### config.mk
export PLATFORM = sky130hd
export DESIGN_NAME = ifp_regs
export DESIGN_NICKNAME = d
export VERILOG_FILES = /design/src/core/ifp_pkg.sv /design/src/core/ifp_lin11_scale.sv /design/src/core/ifp_ton_timer.sv /design/src/core/ifp_regs.sv
export SDC_FILE = /design/constraint.sdc
export NUM_CORES = 1
export LEC_CHECK = 0
export BUFFER_PORTS_ARGS = -buffer_cell sky130_fd_sc_hd__clkbuf_2
export CORE_MARGIN = 1.5
export CORE_UTILIZATION = 56
export CTS_BUF_LIST = sky130_fd_sc_hd__clkbuf_8
export DETAILED_ROUTE_END_ITERATION = 8
export PLACE_DENSITY = 0.76
export SYNTH_ARGS = -nofsm -noshare
export SYNTH_HDL_FRONTEND = slang
export SYNTH_SLANG_ARGS = --single-unit
### constraint.sdc
create_clock -name clock -period 3.4 [get_ports clock]
set_input_delay 0.17 -clock clock [delete_from_list [all_inputs] [get_ports clock]]
set_output_delay 0.17 -clock clock [all_outputs]
set_load 0.02 [all_outputs]
### src/core/ifp_pkg.sv
/*
  Shared constants for the input fault, power-good and turn-on command registers:
  command codes, reset values, field positions, limit ranges and timing.
  Assumes a 200 MHz core clock and a PMBus transaction layer in front of the bank.
*/
package ifp_pkg;

  // =====================================================================
  // command codes
  localparam logic [7:0] CMD_OVIN_RESPONSE = 8'h56;
  localparam logic [7:0] CMD_UVIN_WARN = 8'h58;
  localparam logic [7:0] CMD_OCIN_WARN = 8'h5d;
  localparam logic [7:0] CMD_PGOOD_ON = 8'h5e;
  localparam logic [7:0] CMD_PGOOD_OFF = 8'h5f;
  localparam logic [7:0] CMD_TON_WAIT = 8'h60;

  // =====================================================================
  // values loaded at start-up
  localparam logic [7:0] RST_OVIN_RESPONSE = 8'hb8;
  localparam logic [15:0] RST_UVIN_WARN = 16'hf812;
  localparam logic [15:0] RST_OCIN_WARN = 16'hf80a;
  localparam logic [15:0] RST_PGOOD_ON = 16'h0114;
  localparam logic [15:0] RST_PGOOD_OFF = 16'h0105;
  localparam logic [15:0] RST_TON_WAIT = 16'h0000;

  // =====================================================================
  // response byte layout
  localparam int RSP_MSB = 7;
  localparam int RSP_LSB = 6;
  localparam int RTY_MSB = 5;
  localparam int RTY_LSB = 3;
  localparam int DLY_MSB = 2;
  localparam int DLY_LSB = 0;
  localparam logic [1:0] RSP_CONTINUE = 2'h0;
  localparam logic [1:0] RSP_OFF_WHILE = 2'h3;
  localparam logic [7:0] OVIN_VENDOR_CODE = 8'hb8;

  // =====================================================================
  // linear11 word layout and per-command limits
  localparam int MANT_MSB = 10;
  localparam int EXP_LSB = 11;
  localparam int EXP_MSB = 15;
  localparam int FIX_W = 48;
  localparam logic [4:0] EXP_HALF = 5'h1f;
  localparam logic [4:0] EXP_UNIT = 5'h00;
  localparam logic signed [10:0] UVIN_MANT_MIN = 11'sh002;
  localparam logic signed [10:0] UVIN_MANT_MAX = 11'sh0a0;
  localparam logic signed [10:0] OCIN_MANT_MIN = 11'sh000;
  localparam logic signed [10:0] OCIN_MANT_MAX = 11'sh0fe;
  localparam logic signed [10:0] TON_MANT_MIN = 11'sh000;
  localparam logic signed [10:0] TON_MANT_MAX = 11'sh07f;

  // =====================================================================
  // timing
  localparam int CLK_HZ = 200_000_000;
  localparam int TON_STEP_US = 1000;
  localparam int TON_STEP_CYC = (CLK_HZ / 1_000_000) * TON_STEP_US;

  // =====================================================================
  // state of the overvoltage response machine
  typedef enum logic [2:0] {
    OV_RUN = 3'b001,
    OV_HOLD = 3'b010,
    OV_LATCH = 3'b100
  } ifp_ov_e;

endpackage

### src/core/ifp_lin11_scale.sv
/*
  Converts one LINEAR11 word into a signed fixed-point value with 16 fraction bits.
  Assumes the exponent lies in the full -16..15 range of the format.
*/
`timescale 1ns/1ps
module ifp_lin11_scale (
  input wire logic [15:0] word,
  output logic signed [ifp_pkg::FIX_W-1:0] value
);

  // =====================================================================
  // mantissa times two to the exponent
  wire logic [10:0] mant = word[ifp_pkg::MANT_MSB:0];
  wire logic [4:0] expo = word[ifp_pkg::EXP_MSB:ifp_pkg::EXP_LSB];
  // exponent plus sixteen, taken as an unsigned shift
  wire logic [4:0] shift = {~expo[4], expo[3:0]};
  wire logic signed [ifp_pkg::FIX_W-1:0] mant_ext = {{(ifp_pkg::FIX_W-11){mant[10]}}, mant};

  assign value = mant_ext <<< shift;

endmodule

### src/core/ifp_ton_timer.sv
/*
  Turn-on wait timer: after a start request rises, counts the programmed number of
  milliseconds, then raises done until the request falls.
  Assumes start is a synchronous level; step_cyc sets the cycles of one millisecond.
*/
`timescale 1ns/1ps
module ifp_ton_timer #(
  parameter int STEP_CYC = ifp_pkg::TON_STEP_CYC
) (
  input wire logic clock,
  input wire logic rst_n,
  input wire logic ce,
  input wire logic start,
  input wire logic [6:0] delay_ms,
  output logic done
);

  // =====================================================================
  // prescaler and millisecond counter
  logic [17:0] pre_ff;
  logic [6:0] ms_ff;
  logic done_ff;

  wire logic pre_wrap = (pre_ff == 18'(STEP_CYC - 1));
  wire logic reached = (ms_ff >= delay_ms);

  always_ff @(posedge clock) begin
    if (!rst_n) begin
      pre_ff <= 18'h00000;
      ms_ff <= 7'h00;
      done_ff <= 1'b0;
    end else if (ce) begin
      if (!start) begin
        pre_ff <= 18'h00000;
        ms_ff <= 7'h00;
        done_ff <= 1'b0;
      end else if (!done_ff) begin
        done_ff <= reached;
        pre_ff <= pre_wrap ? 18'h00000 : pre_ff + 18'h00001;
        if (pre_wrap && !reached) begin
          ms_ff <= ms_ff + 7'h01;
        end
      end
    end
  end

  assign done = done_ff;

endmodule

### src/core/ifp_regs.sv
/*
  Command register bank for input overvoltage response, input undervoltage and
  overcurrent warnings, power-good thresholds and turn-on wait, with the logic
  that these registers steer.
  Assumes a PMBus transaction layer delivers decoded commands one per cycle at most,
  and that measurements arrive as synchronous words already sampled.
*/
`timescale 1ns/1ps
module ifp_regs #(
  parameter int TON_STEP_CYC = ifp_pkg::TON_STEP_CYC
) (
  input wire logic clock,
  input wire logic rst_n,
  input wire logic ce,
  input wire logic cmd_valid,
  input wire logic cmd_write,
  input wire logic [7:0] cmd_code,
  input wire logic [15:0] cmd_wdata,
  input wire logic [15:0] vin_meas,
  input wire logic [15:0] iin_meas,
  input wire logic [15:0] vout_meas,
  input wire logic ovin_detect,
  input wire logic clear_faults,
  input wire logic start_request,
  output logic rsp_valid,
  output logic [15:0] rsp_rdata,
  output logic cml_fault,
  output logic vin_low_warn,
  output logic iin_oc_warn,
  output logic pgood,
  output logic out_enable,
  output logic ovin_off,
  output logic ovin_latched,
  output logic vendor_deviation
);

  // =====================================================================
  // registers
  logic [7:0] ovin_resp_ff;
  logic [15:0] uvin_warn_ff;
  logic [15:0] ocin_warn_ff;
  logic [15:0] pg_on_ff;
  logic [15:0] pg_off_ff;
  logic [15:0] ton_wait_ff;

  logic rsp_valid_ff;
  logic [15:0] rsp_rdata_ff;
  logic cml_fault_ff;
  logic vin_low_ff;
  logic iin_oc_ff;
  logic pgood_ff;
  logic out_enable_ff;
  logic ovin_off_ff;
  logic ovin_latched_ff;
  logic vendor_dev_ff;

  ifp_pkg::ifp_ov_e ov_state_ff;
  ifp_pkg::ifp_ov_e nxt_ov_state;

  // =====================================================================
  // command decode
  wire logic hit_resp = (cmd_code == ifp_pkg::CMD_OVIN_RESPONSE);
  wire logic hit_uvin = (cmd_code == ifp_pkg::CMD_UVIN_WARN);
  wire logic hit_ocin = (cmd_code == ifp_pkg::CMD_OCIN_WARN);
  wire logic hit_pgon = (cmd_code == ifp_pkg::CMD_PGOOD_ON);
  wire logic hit_pgoff = (cmd_code == ifp_pkg::CMD_PGOOD_OFF);
  wire logic hit_ton = (cmd_code == ifp_pkg::CMD_TON_WAIT);
  wire logic hit_any = hit_resp | hit_uvin | hit_ocin | hit_pgon | hit_pgoff | hit_ton;

  wire logic do_write = cmd_valid & cmd_write;
  wire logic do_read = cmd_valid & ~cmd_write;

  // =====================================================================
  // linear11 write check, fixed exponent plus mantissa range
  wire logic signed [10:0] wr_mant = $signed(cmd_wdata[ifp_pkg::MANT_MSB:0]);
  wire logic [4:0] wr_exp = cmd_wdata[ifp_pkg::EXP_MSB:ifp_pkg::EXP_LSB];

  // a wrong exponent is a wrong step size
  wire logic uvin_ok = (wr_exp == ifp_pkg::EXP_HALF)
    && (wr_mant >= ifp_pkg::UVIN_MANT_MIN) && (wr_mant <= ifp_pkg::UVIN_MANT_MAX);
  wire logic ocin_ok = (wr_exp == ifp_pkg::EXP_HALF)
    && (wr_mant >= ifp_pkg::OCIN_MANT_MIN) && (wr_mant <= ifp_pkg::OCIN_MANT_MAX);
  wire logic ton_ok = (wr_exp == ifp_pkg::EXP_UNIT)
    && (wr_mant >= ifp_pkg::TON_MANT_MIN) && (wr_mant <= ifp_pkg::TON_MANT_MAX);

  wire logic wr_resp = do_write & hit_resp;
  wire logic wr_uvin = do_write & hit_uvin & uvin_ok;
  wire logic wr_ocin = do_write & hit_ocin & ocin_ok;
  wire logic wr_pgon = do_write & hit_pgon;
  wire logic wr_pgoff = do_write & hit_pgoff;
  wire logic wr_ton = do_write & hit_ton & ton_ok;

  // rejected limit writes and unknown commands both count as comm faults
  wire logic bad_limit = do_write & ((hit_uvin & ~uvin_ok) | (hit_ocin & ~ocin_ok) | (hit_ton & ~ton_ok));
  wire logic nxt_cml = bad_limit | (cmd_valid & ~hit_any);

  // =====================================================================
  // register storage, reset loads the stored defaults
  always_ff @(posedge clock) begin
    if (!rst_n) begin
      ovin_resp_ff <= ifp_pkg::RST_OVIN_RESPONSE;
    end else if (ce && wr_resp) begin
      ovin_resp_ff <= cmd_wdata[7:0];
    end
  end

  always_ff @(posedge clock) begin
    if (!rst_n) begin
      uvin_warn_ff <= ifp_pkg::RST_UVIN_WARN;
    end else if (ce && wr_uvin) begin
      uvin_warn_ff <= cmd_wdata;
    end
  end

  always_ff @(posedge clock) begin
    if (!rst_n) begin
      ocin_warn_ff <= ifp_pkg::RST_OCIN_WARN;
    end else if (ce && wr_ocin) begin
      ocin_warn_ff <= cmd_wdata;
    end
  end

  always_ff @(posedge clock) begin
    if (!rst_n) begin
      pg_on_ff <= ifp_pkg::RST_PGOOD_ON;
    end else if (ce && wr_pgon) begin
      pg_on_ff <= cmd_wdata;
    end
  end

  always_ff @(posedge clock) begin
    if (!rst_n) begin
      pg_off_ff <= ifp_pkg::RST_PGOOD_OFF;
    end else if (ce && wr_pgoff) begin
      pg_off_ff <= cmd_wdata;
    end
  end

  always_ff @(posedge clock) begin
    if (!rst_n) begin
      ton_wait_ff <= ifp_pkg::RST_TON_WAIT;
    end else if (ce && wr_ton) begin
      ton_wait_ff <= cmd_wdata;
    end
  end

  // =====================================================================
  // read-back mux
  logic [15:0] rd_mux;

  always_comb begin
    rd_mux = 16'h0000;
    unique case (1'b1)
      hit_resp: rd_mux = {8'h00, ovin_resp_ff};
      hit_uvin: rd_mux = uvin_warn_ff;
      hit_ocin: rd_mux = ocin_warn_ff;
      hit_pgon: rd_mux = pg_on_ff;
      hit_pgoff: rd_mux = pg_off_ff;
      hit_ton: rd_mux = ton_wait_ff;
      default: rd_mux = 16'h0000;
    endcase
  end

  always_ff @(posedge clock) begin
    if (!rst_n) begin
      rsp_valid_ff <= 1'b0;
      rsp_rdata_ff <= 16'h0000;
      cml_fault_ff <= 1'b0;
    end else if (ce) begin
      rsp_valid_ff <= do_read;
      rsp_rdata_ff <= do_read ? rd_mux : 16'h0000;
      cml_fault_ff <= nxt_cml;
    end
  end

  // =====================================================================
  // scaled values of limits and measurements
  logic signed [ifp_pkg::FIX_W-1:0] scaled [4];
  wire logic [15:0] scale_in [4];

  assign scale_in[0] = vin_meas;
  assign scale_in[1] = uvin_warn_ff;
  assign scale_in[2] = iin_meas;
  assign scale_in[3] = ocin_warn_ff;

  generate
    for (genvar i = 0; i < 4; i++) begin : g_scale
      ifp_lin11_scale u_scale (
        .word(scale_in[i]),
        .value(scaled[i])
      );
    end
  endgenerate

  wire logic nxt_vin_low = (scaled[0] <= scaled[1]);
  wire logic nxt_iin_oc = (scaled[2] >= scaled[3]);

  // =====================================================================
  // power-good with hysteresis
  wire logic pg_rise = (vout_meas >= pg_on_ff);
  wire logic pg_fall = (vout_meas <= pg_off_ff);
  // on threshold wins if the two are programmed crossed
  wire logic nxt_pgood = pg_rise | (pgood_ff & ~pg_fall);

  always_ff @(posedge clock) begin
    if (!rst_n) begin
      vin_low_ff <= 1'b0;
    end else if (ce) begin
      vin_low_ff <= nxt_vin_low;
    end
  end

  always_ff @(posedge clock) begin
    if (!rst_n) begin
      iin_oc_ff <= 1'b0;
    end else if (ce) begin
      iin_oc_ff <= nxt_iin_oc;
    end
  end

  always_ff @(posedge clock) begin
    if (!rst_n) begin
      pgood_ff <= 1'b0;
    end else if (ce) begin
      pgood_ff <= nxt_pgood;
    end
  end

  // =====================================================================
  // input overvoltage response
  wire logic [1:0] resp_bits = ovin_resp_ff[ifp_pkg::RSP_MSB:ifp_pkg::RSP_LSB];
  wire logic [2:0] retry_bits = ovin_resp_ff[ifp_pkg::RTY_MSB:ifp_pkg::RTY_LSB];
  wire logic [2:0] delay_bits = ovin_resp_ff[ifp_pkg::DLY_MSB:ifp_pkg::DLY_LSB];
  wire logic is_vendor = (ovin_resp_ff == ifp_pkg::OVIN_VENDOR_CODE);
  // restart only for response 11 with non-zero retry; delay bits do not gate it
  wire logic auto_restart = (resp_bits == ifp_pkg::RSP_OFF_WHILE) && (retry_bits != 3'h0)
    && !is_vendor;
  wire logic trips = (resp_bits != ifp_pkg::RSP_CONTINUE);

  always_comb begin
    nxt_ov_state = ov_state_ff;
    unique case (ov_state_ff)
      ifp_pkg::OV_RUN: begin
        if (ovin_detect && trips) begin
          nxt_ov_state = auto_restart ? ifp_pkg::OV_HOLD : ifp_pkg::OV_LATCH;
        end
      end
      ifp_pkg::OV_HOLD: begin
        if (!ovin_detect) begin
          nxt_ov_state = ifp_pkg::OV_RUN;
        end
      end
      ifp_pkg::OV_LATCH: begin
        // a fault still present outweighs the clear
        if (clear_faults && !ovin_detect) begin
          nxt_ov_state = ifp_pkg::OV_RUN;
        end
      end
      default: nxt_ov_state = ifp_pkg::OV_LATCH;
    endcase
  end

  always_ff @(posedge clock) begin
    if (!rst_n) begin
      ov_state_ff <= ifp_pkg::OV_RUN;
    end else if (ce) begin
      ov_state_ff <= nxt_ov_state;
    end
  end

  wire logic ov_block = (nxt_ov_state != ifp_pkg::OV_RUN);
  wire logic nxt_latched = (nxt_ov_state == ifp_pkg::OV_LATCH);

  // =====================================================================
  // turn-on wait then enable
  wire logic ton_done;

  ifp_ton_timer #(
    .STEP_CYC(TON_STEP_CYC)
  ) u_ton (
    .clock(clock),
    .rst_n(rst_n),
    .ce(ce),
    .start(start_request),
    .delay_ms(ton_wait_ff[6:0]),
    .done(ton_done)
  );

  wire logic nxt_enable = ton_done & start_request & ~ov_block;

  always_ff @(posedge clock) begin
    if (!rst_n) begin
      out_enable_ff <= 1'b0;
    end else if (ce) begin
      out_enable_ff <= nxt_enable;
    end
  end

  always_ff @(posedge clock) begin
    if (!rst_n) begin
      ovin_off_ff <= 1'b0;
      ovin_latched_ff <= 1'b0;
      vendor_dev_ff <= 1'b0;
    end else if (ce) begin
      ovin_off_ff <= ov_block;
      ovin_latched_ff <= nxt_latched;
      vendor_dev_ff <= is_vendor;
    end
  end

  // =====================================================================
  // outputs
  assign rsp_valid = rsp_valid_ff;
  assign rsp_rdata = rsp_rdata_ff;
  assign cml_fault = cml_fault_ff;
  assign vin_low_warn = vin_low_ff;
  assign iin_oc_warn = iin_oc_ff;
  assign pgood = pgood_ff;
  assign out_enable = out_enable_ff;
  assign ovin_off = ovin_off_ff;
  assign ovin_latched = ovin_latched_ff;
  assign vendor_deviation = vendor_dev_ff;

endmodule

=== Word-level counts from Yosys, hierarchy flattened ===
Index checks and enable logic that the tools add are counted.

* Register bits after elaboration: 142
* Bits in latches: 0
* RAM bits: 0
* Memory bits (read-only): 0
* Bits of input ports: 80
* Output and inout port bits: 25
* Word-level logic and storage cells: 132
* Memories: 0

* Add/subtract/negate cells: 2
* $mul: 0
* Div/mod/pow operators: 0
* $lt $le $gt $ge: 10
* Equal/unequal tests: 17
* Shifts and indexed selects: 4
* Muxes and demuxes: 15
* Bitwise logic cells: 39
* Reduce and logical (&&, ||, !) cells: 25

{| class="wikitable"
|+ Operators by type and width
! kind !! count
|-
| $sshl 11x5->48 || 4
|-
| $pmux 16 s6 || 1
|-
| $mux 18 || 3
|-
| $eq 8x7->1 const B || 6
|-
| $ge 48x48->1 || 1
|-
| $le 48x48->1 || 1
|-
| $le 11x9->1 const B || 2
|-
| $mux 7 || 3
|-
| $and 1x1->1 || 19
|-
| $add 18x1->18 const B || 1
|-
| $eq 18x18->1 const B || 1
|-
| $logic_and 1x1->1 || 17
|-
| $ge 16x16->1 || 1
|-
| $le 16x16->1 || 1
|-
| $mux 16 || 1
|-
| $mux 3 || 4
|-
| $ge 11x1->1 const B || 1
|-
| $ge 11x3->1 const B || 1
|-
| $le 11x8->1 const B || 1
|-
| $not 1->1 || 11
|-
| $or 1x1->1 || 9
|-
| $pmux 3 s3 || 1
|-
| $eq 8x8->1 const B || 1
|-
| $add 7x1->7 const B || 1
|-
| 16 further kinds || 20
|}

=== Logic depth before layout (Yosys ltp) ===
* Word-level depth: 9
* Depth in mapped cells: 17
* Mapped depth without buffers: 15

=== Hierarchy ===
Synthesis repeated with hierarchy kept, for this count alone.

* Cell total of the unflattened synthesis: 1840
* Area total of the unflattened synthesis: 14171.1 um^2

{| class="wikitable"
|+ By module, submodules not included
! module !! instances !! cells an instance !! area each (um^2) !! seq. area each (um^2)
|-
| ifp_regs || 1 || 997 || 8029.0 || 2322.2
|-
| ifp_lin11_scale || 4 || 160 || 1127.3 || 0.0
|-
| ifp_ton_timer || 1 || 203 || 1632.8 || 520.5
|}

=== Least setup slack after synthesis ===
Ideal clock, no wire load.

* Kind: input to register
* Start: input port vin_meas[12]
* End: register vin_low_ff, in the netlist vin_low_warn
* Setup time: 0.115 ns
* Data arrival time: 3.002 ns
* Required time: 3.285 ns
* Slack: 0.283 ns
* Cell stages on the path: 14
* Buffers on the path: 1
* Cells stage by stage: buf_2 > mux4_2 > nand2_1 > o21ai_0 > mux2_2 > nor2_1 > nor2_1 > ha_1 > nand4_1 > nor4_1 > nand3_1 > o41ai_1 > a31oi_1 > and3_1

* Longest elaborated chain between the ends: 2

{| class="wikitable"
|+ Ends and longest elaborated chain
! item !! RTL line !! source
|-
| from (decl) || ifp_regs.sv:19 || <nowiki>input wire logic [15:0] vin_meas,</nowiki>
|-
| $sshl 11x5->48 || ifp_lin11_scale.sv:19 || <nowiki>assign value = mant_ext <<< shift;</nowiki>
|-
| $le 48x48->1 || ifp_regs.sv:195 || <nowiki>wire logic nxt_vin_low = (scaled[0] <= scaled[1]);</nowiki>
|-
| to (signal assigned) || ifp_regs.sv:209 || <nowiki>vin_low_ff <= nxt_vin_low;</nowiki>
|-
| to (decl) || ifp_regs.sv:49 || <nowiki>logic vin_low_ff;</nowiki>
|}

No other way between the ends.
A chain may end at the register's enable or synchronous reset.

=== Final worst setup path ===
* Start: register uvin_warn_ff[8]
* End: register vin_low_ff, in the netlist vin_low_warn

* Longest elaborated chain between the ends: 2

{| class="wikitable"
|+ Ends and longest elaborated chain
! item !! RTL line !! source
|-
| from (decl) || ifp_regs.sv:40 || <nowiki>logic [15:0] uvin_warn_ff;</nowiki>
|-
| from (signal assigned) || ifp_regs.sv:109 || <nowiki>uvin_warn_ff <= ifp_pkg::RST_UVIN_WARN;</nowiki>
|-
| from (signal assigned) || ifp_regs.sv:111 || <nowiki>uvin_warn_ff <= cmd_wdata;</nowiki>
|-
| $sshl 11x5->48 || ifp_lin11_scale.sv:19 ||
|-
| $le 48x48->1 || ifp_regs.sv:195 ||
|}

No other way between the ends.

==> impl_metrics.env <==
export IMPL_status="complete, no violations"
export IMPL_die_area_mm2=0.0233
export IMPL_path_delay_family="compound AO/OA/AOI/OAI gates"
export IMPL_critical_path_n_buffers_inverters=1
export IMPL_count_of_standard_cell_rows=54
export IMPL_number_of_enable_flip_flop_cells_after_synthesis=0
export IMPL_io_pins=105
export IMPL_critical_path_max_fanout=4
export IMPL_post_synth_xor_area_fraction=0.0112
export IMPL_dp_slack_ps=-121
export IMPL_count_of_unresolved_drc_violations_after_routing=0
export IMPL_final_period_minus_worst_setup_slack_ps=3290
export IMPL_total_power_mw=4.01
export IMPL_cts_tree="yes"
export IMPL_number_of_global_route_vias_before_repair=11700
export IMPL_total_area_of_multi_input_combinational_cells_mm2=0.00906
export IMPL_route_antenna_remaining_nets=0
export IMPL_grt_start_max_net_pins=47
export IMPL_fraction_of_layout_instances_using_a_drive_strength_above_1=0.164
export IMPL_largest_family_of_logic_cells_by_synthesized_area="simple AND/OR/NAND/NOR gates"
export IMPL_floorplan_initialDensity=0.573
export IMPL_core_region_area_mm2=0.0219
export IMPL_finalWeightedCongestion=0.937
export IMPL_endpoints_failing_hold=0
export IMPL_routed_wire_length_per_instance_um=17.5
export IMPL_post_route_cell_area_mm2=0.0142
export IMPL_antenna_violations_before_repair=0
export IMPL_numPortBuffers=104
export IMPL_fraction_of_synthesis_flops_using_an_asynchronous_set_or_reset_pin=0
export IMPL_timing_critical_path_arrival_ps=3690
export IMPL_number_of_max_cap_violations=0
export IMPL_crit_startpoint="uvin_warn_ff[8]"
export IMPL_detail_route_wirelength_um=36000
export IMPL_muxShareOfSynthArea=0.119
export IMPL_cts_sinks=142
export IMPL_seq_area_frac_synth=0.227
export IMPL_portion_of_the_clock_cycle_consumed_by_the_worst_path_in_the_final_layout=0.968
export IMPL_groute_usage_overall=0.300
export IMPL_route_detailed_vias_per_inst=6.18
export IMPL_cts_root_to_sink_buffers=2
export IMPL_fin_skew_ps=9.91
export IMPL_first_iter_violations=1349
export IMPL_critPathRequiredTime_ps=3800
export IMPL_power_density_cell_area_mw_per_mm2=282
export IMPL_synth_lib_cells_used_distinct=76
export IMPL_hp_start="cmd_wdata[1]"
export IMPL_syn_instance_count=1664
export IMPL_rr_startpoint="uvin_warn_ff[8]"
export IMPL_mostFrequentLayoutCell="nand2_1"
export IMPL_worst_pin_slew_ps=818
export IMPL_fillers=1942
export IMPL_worstSkewPairLatency_ps=450
export IMPL_hold_class="input pin to flop"
export IMPL_antenna_cells_inserted=0
export IMPL_slowest_delay_ps=400
export IMPL_fin_ws_ps=109
export IMPL_cts_root_buffer="clkbuf_8"
export IMPL_worstPathCellList="inv_1 > o211ai_1 > o21ai_0 > o21ai_0 > mux2i_1 > or2_2 > ha_1 > a21o_1 > nand3_1 > a21oi_1 > a211oi_1 > o21ai_1 > o311ai_0 > and3_1"
export IMPL_synthesis_area_mm2=0.0125
export IMPL_detail_route_first_pass_iterations=7
export IMPL_chipHeight_um=153
export IMPL_synth_net_count=1869
export IMPL_synth_yosys_warnings=0
export IMPL_drv_slew=0
export IMPL_finalSetupViolations=0
export IMPL_static_leakage_power_nw=5.96
export IMPL_worst_path_max_delay_cell="dfxtp_1"
export IMPL_synth_flop_cell="dfxtp_1"
export IMPL_hold_slack_final_ps=104
export IMPL_post_dp_hpwl_um=27600
export IMPL_cts_buffers_inserted=17
export IMPL_fp_dieW_um=153
export IMPL_via_count=12700
export IMPL_design_final_nets=1968
export IMPL_worst_ir_drop_vdd_v=0.000319
export IMPL_clk_pin_slew_worst_paths_ps=80
export IMPL_worst_path_most_repeated_cell="o21ai_0"
export IMPL_synth_fa_ha_area_frac=0.125
export IMPL_max_freq_ghz=0.304
export IMPL_grt_pass1_wl_um=58300
export IMPL_crit_end_category="flop"
export IMPL_globalRouteOverflowTotal=0
export IMPL_synth_avg_cell_area_um2=7.54
export IMPL_ys_seq_elements=142
export IMPL_htreeDepth=4
export IMPL_place_area_mm2=0.0135
export IMPL_fin_util=0.648
export IMPL_final_seq_area_mm2=0.00285
export IMPL_timing_setup_critical_path_class="flop to flop"
export IMPL_max_slew_margin=0.454
export IMPL_post_synthesis_simple_gate_area_fraction=0.231
export IMPL_syn_to_final_growth_pct=13.1
export IMPL_startpoint_type="flop"
export IMPL_layout_cells_most_common_list="222 x nand2_1, 160 x nor2_1, 148 x a21oi_1, 139 x dfxtp_1, 125 x ha_1"
export IMPL_synth_compound_gate_area_share=0.230
cell type report:
type	instances	area share
clock buffer	20	0.0194
clock inverter	12	0.0118
sequential	142	0.201
inverter	60	0.0164
multi-input combinational	1348	0.639
timing repair buffer	194	0.0878
tap	280	0.0247
through the flow:
stage	setup TNS (ps)	cells
finish	0	2056
global route	-10.3	2056
CTS	0	2046
detailed placement	-121	2005
global placement	0	2005
floorplan	0	1664
layer usage:
| metal | GRT usage | part of all wire | up-vias |
|---|---|---|---|
| li1 | - | - | 6229 |
| met1 | 0.407 | 0.46 | 5956 |
| met2 | 0.496 | 0.46 | 447 |
| met3 | 0.0361 | 0.051 | 84 |
| met4 | 0.0975 | 0.027 | 0 |
| met5 | 0 | 0 | - |
worst min-delay path: cells and delay by family:
family                 cells  cell delay (ps)
buffers and inverters      1              190
AOI/OAI and AO/OA          1               50
and+or+nand+nor            1              100
cells in the mapped netlist, types with 9 or more instances:
cell type | number | area (µm²)
a211oi_1 | 20 | 150
a21boi_0 | 10 | 75.1
a21o_1 | 31 | 233
a21oi_1 | 149 | 746
a222oi_1 | 16 | 160
a22oi_1 | 12 | 90.1
a31oi_1 | 10 | 62.6
and2_1 | 11 | 68.8
and3_1 | 22 | 138
buf_2 | 22 | 110
clkbuf_1 | 78 | 293
dfxtp_1 | 142 | 2840
ha_1 | 125 | 1560
inv_1 | 56 | 210
mux2_2 | 20 | 225
mux2i_1 | 116 | 1160
nand2_1 | 222 | 833
nand2b_1 | 25 | 156
nand3_1 | 50 | 250
nand4_1 | 30 | 188
nor2_1 | 160 | 601
nor2b_1 | 19 | 119
nor3_1 | 27 | 135
o211ai_1 | 15 | 113
o21a_1 | 17 | 128
o21ai_0 | 90 | 450
o22ai_1 | 12 | 75.1
or3_1 | 16 | 100
xnor2_1 | 9 | 78.8
final timing paths:
path | endpoint | cells past startpoint | slack (ps)
worst max register to register | vin_low_warn | 14 | 110
worst max-delay path | vin_low_warn | 14 | 110
worst min-delay path | pg_off_ff[1] | 3 | 100
worst min register to register | rsp_rdata[0] | 2 | 470
registers in the layout, indices dropped and copies added, names as in the netlist:
register / count
rsp_rdata: 16
ovin_latched: 1
pgood: 1
ov_state_ff: 3
ovin_off: 1
out_enable: 1
u_ton.pre_ff: 18
pg_off_ff: 16
ton_wait_ff: 16
cml_fault: 1
vin_low_warn: 1
pg_on_ff: 16
ocin_warn_ff: 16
uvin_warn_ff: 16
rsp_valid: 1
iin_oc_warn: 1
u_ton.ms_ff: 7
vendor_deviation: 1
ovin_resp_ff: 8
u_ton.done: 1
power breakdown:
group	internal [mW]	total, mW	switching, mW	leakage (nW)
Clock	0.853	1.50	0.649	0.237
Sequential	1.67	1.68	0.00944	1.15
Combinational	0.332	0.822	0.490	4.57
Total	2.86	4.01	1.15	5.96
cells by family (layout without fill, tap and decap cells):
group                    Yosys count  count (layout)
XOR/XNOR                          16              16
adder cells (fa/ha/maj)          125             125
multiplexers                     141             141
AO/OA/AOI/OAI                    449             449
AND/OR/NAND/NOR                  617             617
flip-flops                       142             142
buffers and inverters            174             286
repair_timing:
item	in CTS	in global routing
gates cloned	0	0
resized for setup	2	26
pin swaps	0	4
hold buffers	9	0
hold endpoints to repair	12	0
endpoints found under the setup margin	1	2
setup buffers	0	10
Power figures use the tool's default switching activity.
